### config.mk
export PLATFORM = sky130hd
export DESIGN_NAME = drive_command_relay_sequencer
export DESIGN_NICKNAME = d
export VERILOG_FILES = /design/src/hw/drive_relay_pkg.sv /design/src/hw/speed_priority_decoder.sv /design/src/hw/drive_command_relay_sequencer.sv
export SDC_FILE = /design/constraint.sdc
export NUM_CORES = 1
export LEC_CHECK = 0
export ABC_AREA = 1
export BUFFER_PORTS_ARGS = -buffer_cell sky130_fd_sc_hd__buf_2
export CAP_MARGIN = 20
export CORE_ASPECT_RATIO = 1.25
export CORE_MARGIN = 5
export CORE_UTILIZATION = 50
export CTS_BUF_LIST = sky130_fd_sc_hd__clkbuf_8
export DETAILED_ROUTE_END_ITERATION = 8
export GPL_ROUTABILITY_DRIVEN = 0
export PLACE_DENSITY = 0.78
export RECOVER_POWER = 50
export SYNTH_ARGS = -nofsm -noshare
export SYNTH_HDL_FRONTEND = slang
export SYNTH_SLANG_ARGS = --single-unit
export TNS_END_PERCENT = 1
### constraint.sdc
create_clock -name clk -period 3.41 [get_ports clk]
set_clock_uncertainty 0.15 [all_clocks]
set_input_delay 0.682 -clock clk [delete_from_list [all_inputs] [get_ports clk]]
set_output_delay 0.682 -clock clk [all_outputs]
set_load 0.005 [all_outputs]
### src/hw/drive_relay_pkg.sv
package drive_relay_pkg;

    // Speed selection codes, lowest rank first.
    typedef enum logic [2:0] {
        SPEED_NONE = 3'h0,
        SPEED_SLOW = 3'h1,
        SPEED_INSPECTION = 3'h2,
        SPEED_MIDDLE = 3'h3,
        SPEED_FAST = 3'h4
    } speed_t;

    // Programmable input function codes.
    typedef enum logic {
        PIN_FAULT_CLEAR = 1'b0,
        PIN_LIMIT_COUNT = 1'b1
    } pin_mode_t;

    // Drive sequencer states, Gray coded along the usual path.
    typedef enum logic [1:0] {
        ST_IDLE = 2'b00,
        ST_DRIVE = 2'b01,
        ST_FAULT = 2'b11
    } drive_state_t;

    localparam int LIMIT_COUNT_WIDTH = 16;
    localparam logic [15:0] LIMIT_COUNT_RESET = 16'h0000;
    localparam drive_state_t STATE_RESET = ST_IDLE;

endpackage : drive_relay_pkg

### src/hw/speed_priority_decoder.sv
`timescale 1ns/10ps

module speed_priority_decoder (
    // Speed select inputs.
    input wire logic slowSpeedSel,
    input wire logic inspectionSpeedSel,
    input wire logic middleSpeedSel,
    input wire logic fastSpeedSel,
    // Decoded speed.
    output drive_relay_pkg::speed_t speedSel
);

    always_comb begin
        if (fastSpeedSel) begin
            speedSel = drive_relay_pkg::SPEED_FAST;
        end else if (middleSpeedSel) begin
            speedSel = drive_relay_pkg::SPEED_MIDDLE;
        end else if (inspectionSpeedSel) begin
            speedSel = drive_relay_pkg::SPEED_INSPECTION;
        end else if (slowSpeedSel) begin
            speedSel = drive_relay_pkg::SPEED_SLOW;
        end else begin
            speedSel = drive_relay_pkg::SPEED_NONE;
        end
    end

endmodule : speed_priority_decoder

### src/hw/drive_command_relay_sequencer.sv
`timescale 1ns/10ps

// Notes on behaviour
// - Among several asserted speed selects only the highest ranked one counts.
// - Programmable input acts as fault clear or limit counter, chosen by setting.
// - Driving starts only once the run permit shows contactors closed.
// - Driving stops as soon as the run permit is withdrawn.
// - Driving continues while the run permit stays asserted and no overcurrent occurs, whatever contactors do.
// - Overcurrent while driving raises the power module fault.
// - Fault relay is energized normally and released on power module fault (overcurrent while driving); overcurrent while idle leaves it energized.
// - Running relay is energized exactly while the motor is driven.
// - Brake relay energized to lift the brake, released to apply it.
module drive_command_relay_sequencer #(
    parameter int COUNT_WIDTH = drive_relay_pkg::LIMIT_COUNT_WIDTH
) (
    // Clock and reset.
    input wire logic clk,
    input wire logic reset_n,
    // Speed selects.
    input wire logic slowSpeedSel,
    input wire logic inspectionSpeedSel,
    input wire logic middleSpeedSel,
    input wire logic fastSpeedSel,
    // Direction and permit.
    input wire logic travelUpward,
    input wire logic travelDownward,
    input wire logic runPermit,
    // Programmable input and its function setting.
    input wire logic progInput,
    input wire logic progInputMode,
    // Power stage feedback.
    input wire logic overCurrent,
    // Motor command.
    output logic motorDrive,
    output logic motorDirDown,
    output drive_relay_pkg::speed_t motorSpeed,
    // Status.
    output logic powerModuleFault,
    output logic [COUNT_WIDTH-1:0] limitCount,
    // Relays.
    output logic faultRelay,
    output logic runningRelay,
    output logic brakeRelay
);

    drive_relay_pkg::speed_t decodedSpeed;
    drive_relay_pkg::drive_state_t state_q;
    drive_relay_pkg::drive_state_t state_d;
    logic progInput_q;
    logic progRise;
    logic faultClear;
    logic dirValid;
    logic [COUNT_WIDTH-1:0] count_q;

    speed_priority_decoder u_decoder (
        .slowSpeedSel(slowSpeedSel),
        .inspectionSpeedSel(inspectionSpeedSel),
        .middleSpeedSel(middleSpeedSel),
        .fastSpeedSel(fastSpeedSel),
        .speedSel(decodedSpeed)
    );

    ////////////////////////////////////////////////////////////////////////////////
    // one direction only
    assign dirValid = travelUpward ^ travelDownward;

    assign progRise = progInput & ~progInput_q;
    assign faultClear = progRise & (progInputMode == drive_relay_pkg::PIN_FAULT_CLEAR);

    always_ff @(posedge clk or negedge reset_n) begin
        if (!reset_n) begin
            progInput_q <= 1'b0;
        end else begin
            progInput_q <= progInput;
        end
    end

    always_ff @(posedge clk or negedge reset_n) begin
        if (!reset_n) begin
            count_q <= COUNT_WIDTH'(drive_relay_pkg::LIMIT_COUNT_RESET);
        end else if (progRise && progInputMode == drive_relay_pkg::PIN_LIMIT_COUNT) begin
            count_q <= count_q + COUNT_WIDTH'(1);
        end
    end
    assign limitCount = count_q;

    ////////////////////////////////////////////////////////////////////////////////
    // Sequencer. A fault latches until cleared while the permit has dropped and no overcurrent is present.
    always_comb begin
        state_d = state_q;
        unique case (state_q)
            drive_relay_pkg::ST_IDLE: begin
                if (runPermit && dirValid && decodedSpeed != drive_relay_pkg::SPEED_NONE) begin
                    state_d = drive_relay_pkg::ST_DRIVE;
                end
            end
            drive_relay_pkg::ST_DRIVE: begin
                if (overCurrent) begin
                    state_d = drive_relay_pkg::ST_FAULT;
                end else if (!runPermit) begin
                    state_d = drive_relay_pkg::ST_IDLE;
                end
            end
            drive_relay_pkg::ST_FAULT: begin
                if (faultClear && !runPermit && !overCurrent) begin
                    state_d = drive_relay_pkg::ST_IDLE;
                end
            end
            default: begin
                state_d = drive_relay_pkg::ST_FAULT;
            end
        endcase
    end

    always_ff @(posedge clk or negedge reset_n) begin
        if (!reset_n) begin
            state_q <= drive_relay_pkg::STATE_RESET;
        end else begin
            state_q <= state_d;
        end
    end

    // Direction is latched at start so relay bounce mid-run is harmless; speed follows the decoded select every cycle while driving.
    always_ff @(posedge clk or negedge reset_n) begin
        if (!reset_n) begin
            motorSpeed <= drive_relay_pkg::SPEED_NONE;
            motorDirDown <= 1'b0;
        end else if (state_d != drive_relay_pkg::ST_DRIVE) begin
            motorSpeed <= drive_relay_pkg::SPEED_NONE;
        end else begin
            motorSpeed <= decodedSpeed;
            if (state_q == drive_relay_pkg::ST_IDLE) begin
                motorDirDown <= travelDownward;
            end
        end
    end

    ////////////////////////////////////////////////////////////////////////////////
    // running relay follows drive
    assign motorDrive = (state_q == drive_relay_pkg::ST_DRIVE);
    assign runningRelay = motorDrive;
    assign brakeRelay = motorDrive;
    assign powerModuleFault = (state_q == drive_relay_pkg::ST_FAULT);
    assign faultRelay = ~powerModuleFault;
endmodule : drive_command_relay_sequencer

==> flow_metrics.py <==
metrics = {
    "run_status": {
        "result_of_the_run": "finished, final reports clean",
    },
    "routing": {
        "drt_first_iter_violations": 26,
        "detailedRoute.firstPassIterationCount": 4,
        "vias": 1142,
        "drcViolationCount": 0,
        "ant_nets": 0,
        "wire_per_inst_um": 11.3,
        "totalWireLength_um": 2660,
        "vias_per_cell": 4.86,
    },
    "die": {
        "die_y_um": 66.1,
        "floorplan.die_area_mm2": 0.00363,
        "io-pin-count": 37,
        "fp.dieW_um": 54.9,
        "design.core.area_mm2": 0.00243,
        "rows": 20,
        "initial_utilization": 0.519,
    },
    "power_and_ir_drop": {
        "power_density_mw_per_mm2": 541,
        "power.leakage_nw": 0.816,
        "vdd.ir_drop.worst_uv": 409,
    },
    "global_route": {
        "antenna_violations_before_repair": 0,
        "grt_start_max_net_pins": 24,
        "grt_util_met2": 0.308,
        "grt_util_met1": 0.185,
        "busiest_layer": "met2",
        "gr-usage-all-layers": 0.165,
        "grt_remaining_overflow": 0,
        "grt_pass1_vias": 1137,
        "global_route.usage.met3": 0.0271,
        "grt_pass1_wl_um": 4540,
    },
    "clock_tree": {
        "postCtsResizedCells": 0,
        "cts-root-buf": "sky130_fd_sc_hd__clkbuf_8",
        "clock_latency_reported_for_the_late_side_of_the_worst_skew_pair_ns": 0.26,
        "cts.sink_count": 23,
        "htreeDepth": 1,
        "clock_tree_buffer_depth": 2,
        "clkSlewWorstSetupHoldPaths_ns": 0.08,
        "cts_hold_buf": 0,
        "postCtsSetupRepairBufs": 0,
        "tritoncts.num_buffers": 3,
        "cts_tree": "built",
    },
    "logic_synthesis": {
        "synth_cell_types": 20,
        "synthesis.instances": 165,
        "synth_sequential_area_ratio": 0.457,
        "synthesis.yosys.warnings": 0,
        "yosys_reg_bits": 23,
        "syn-num-nets": 178,
        "synth.cell_area_mm2": 0.00126,
        "postSynthAreaPerCell_um2": 7.64,
    },
    "final_layout": {
        "num_antenna_cells": 0,
        "proportion_of_layout_cells_with_a_drive_suffix_above_1": 0.238,
        "utilization": 0.616,
        "area.growth.synth_to_final_pct": 18.7,
        "fin_nets": 216,
        "fillCellCount": 224,
    },
    "setup_path": {
        "timing_worst_setup_path_type": "flop to output port",
        "cp-start-kind": "flop",
        "rrSetupSlack_ns": 1.73,
        "crit_arrival_ns": 1.01,
        "worstRegToRegCells": 5,
        "required_time_at_the_worst_slack_endpoint_ns": 2.58,
        "worstPathMaxFanout": 4,
        "regToRegStartpoint": "progInput_q$_DFF_PN0_",
        "crit-reg2reg-capture": "limitCount[2]$_DFFE_PN0P_",
        "worstSetupEndpointType": "output port",
    },
    "sta": {
        "worstMarginPinSlew_ns": 1.22,
        "finalCriticalPeriod_ns": 1.85,
        "maxSlewHeadroom": 0.188,
        "fmax_mhz": 542,
        "period_share": 0.541,
        "setup_viol_count_final": 0,
        "rsz_0062_raised_after_global_routing": "false",
        "report.final.hold_viol_count": 0,
        "setup-tns-final_ns": 0,
        "final-max-slew-violation-count": 0,
    },
    "worst_hold_path": {
        "hold_path.startpoint": "motorDirDown$_DFFE_PN0P_",
        "hold_path_class": "flop to flop",
        "min_delay_worst_endpoint": "motorDirDown$_DFFE_PN0P_",
        "hold-path-cell-count": 2,
    },
    "placed_design": {
        "dp_hpwl_um": 2100,
        "place.port_buffers": 36,
    },
    "flow_run": {
        "maxCapViolations": 0,
    },
}
-- metal layers --
layer,share of wire,up-vias
met5,0,-
met4,0.0086,0
met3,0.059,2
met2,0.52,32
met1,0.41,532
li1,-,576
-- worst max-delay path by stage --
stage                               startpoint                          to  slack (ns)  depth (start not counted)
after floorplan                      progInput  limitCount[10]$_DFFE_PN0P_        1.80                          7
after global placement               progInput  limitCount[10]$_DFFE_PN0P_        1.64                          8
after detailed placement             progInput  limitCount[10]$_DFFE_PN0P_        1.56                          8
after CTS                 state_q[1]$_DFF_PN0_                runningRelay        1.56                          4
after global routing                 progInput   limitCount[2]$_DFFE_PN0P_        1.44                          7
final                     state_q[1]$_DFF_PN0_                runningRelay        1.56                          4
-- critical path: stages, from the launching register on --
cell and delay [ns]:
sky130_fd_sc_hd__dfrtp_1 0.42, sky130_fd_sc_hd__inv_1 0.06, sky130_fd_sc_hd__nand2_1 0.06, sky130_fd_sc_hd__inv_1 0.09, sky130_fd_sc_hd__buf_2 0.12
-- area by class of cell --
| cell class | instances | area, um^2 | area share |
|---|---|---|---|
| flip-flops and latches | 23 | 576 | 0.385 |
| multi-input cells | 110 | 548 | 0.367 |
| repair buffers | 36 | 176 | 0.118 |
| inverters | 29 | 109 | 0.0728 |
| clock buffers | 3 | 41.3 | 0.0276 |
| well taps | 33 | 41.3 | 0.0276 |
| clock inverters | 1 | 3.75 | 0.00251 |
-- cell usage in the layout, fill, tap and decap left out --
cell type	netlist	routed
sky130_fd_sc_hd__nor3_2	2	2
sky130_fd_sc_hd__nor2_4	1	1
sky130_fd_sc_hd__buf_2	0	33
sky130_fd_sc_hd__nand2_1	45	46
sky130_fd_sc_hd__clkbuf_8	0	3
sky130_fd_sc_hd__xnor2_1	2	2
sky130_fd_sc_hd__dfrtp_1	23	23
sky130_fd_sc_hd__inv_1	26	28
sky130_fd_sc_hd__a21oi_1	1	1
sky130_fd_sc_hd__nor2_1	16	17
sky130_fd_sc_hd__clkbuf_1	0	2
sky130_fd_sc_hd__nor3b_1	2	2
sky130_fd_sc_hd__nand4_1	4	4
sky130_fd_sc_hd__nor3_1	1	1
sky130_fd_sc_hd__xor2_1	7	7
sky130_fd_sc_hd__ha_1	1	1
sky130_fd_sc_hd__inv_2	3	2
sky130_fd_sc_hd__nor2_2	5	4
sky130_fd_sc_hd__nand2_2	4	3
sky130_fd_sc_hd__nand3_1	10	10
sky130_fd_sc_hd__o21ai_0	4	5
sky130_fd_sc_hd__buf_1	0	1
sky130_fd_sc_hd__o21ai_1	5	4
-- where the power goes --
group          total [mW]  internal, mW  leakage [nW]  switching [mW]
logic               0.253         0.109         0.507           0.144
clock network       0.166        0.0804        0.0269          0.0853
registers           0.391         0.328         0.282          0.0624
-- cells in the mapped netlist --
cell type	count	area share
sky130_fd_sc_hd__a21oi_1	1	0.0040
sky130_fd_sc_hd__buf_4	3	0.018
sky130_fd_sc_hd__dfrtp_1	23	0.46
sky130_fd_sc_hd__ha_1	1	0.0099
sky130_fd_sc_hd__inv_1	26	0.077
sky130_fd_sc_hd__inv_2	3	0.0089
sky130_fd_sc_hd__nand2_1	45	0.13
sky130_fd_sc_hd__nand2_2	4	0.020
sky130_fd_sc_hd__nand3_1	10	0.040
sky130_fd_sc_hd__nand4_1	4	0.020
sky130_fd_sc_hd__nor2_1	16	0.048
sky130_fd_sc_hd__nor2_2	5	0.025
sky130_fd_sc_hd__nor2_4	1	0.0089
sky130_fd_sc_hd__nor3_1	1	0.0040
sky130_fd_sc_hd__nor3_2	2	0.016
sky130_fd_sc_hd__nor3b_1	2	0.012
sky130_fd_sc_hd__o21ai_0	4	0.016
sky130_fd_sc_hd__o21ai_1	5	0.020
sky130_fd_sc_hd__xnor2_1	2	0.014
sky130_fd_sc_hd__xor2_1	7	0.049
-- logic make-up (layout without fill, tap and decap cells) --
| logic type | after synthesis | after routing | synth area share |
|---|---|---|---|
| compound gates | 10 | 10 | 0.0397 |
| xor+xnor | 9 | 9 | 0.0626 |
| fa+ha+maj | 1 | 1 | 0.00993 |
| buf+inv | 32 | 69 | 0.104 |
| flops | 23 | 23 | 0.457 |
| simple gates | 90 | 90 | 0.327 |
-- registers in the layout (all words and copies together), names as in the netlist --
register,flops
motorSpeed,3
progInput_q,1
motorDirDown,1
state_q,2
limitCount,16
-- through the flow --
| stage | hold slack, ns | std cells | worst slack [ns] | instance area (um^2) | power [mW] |
|---|---|---|---|---|---|
| final | 0.347 | 235 | 1.56 | 1500 | 0.809 |
| after global routing | 0.394 | 235 | 1.44 | 1500 | 0.870 |
| after CTS | 0.246 | 235 | 1.56 | 1500 | 0.820 |
| after detailed placement | 0.336 | 231 | 1.56 | 1460 | 0.651 |
| after global placement | 0.316 | 231 | 1.64 | 1460 | 0.643 |
| after floorplan | 0.236 | 165 | 1.80 | 1260 | 0.539 |
Note: power is estimated with default switching activity, not from simulation.
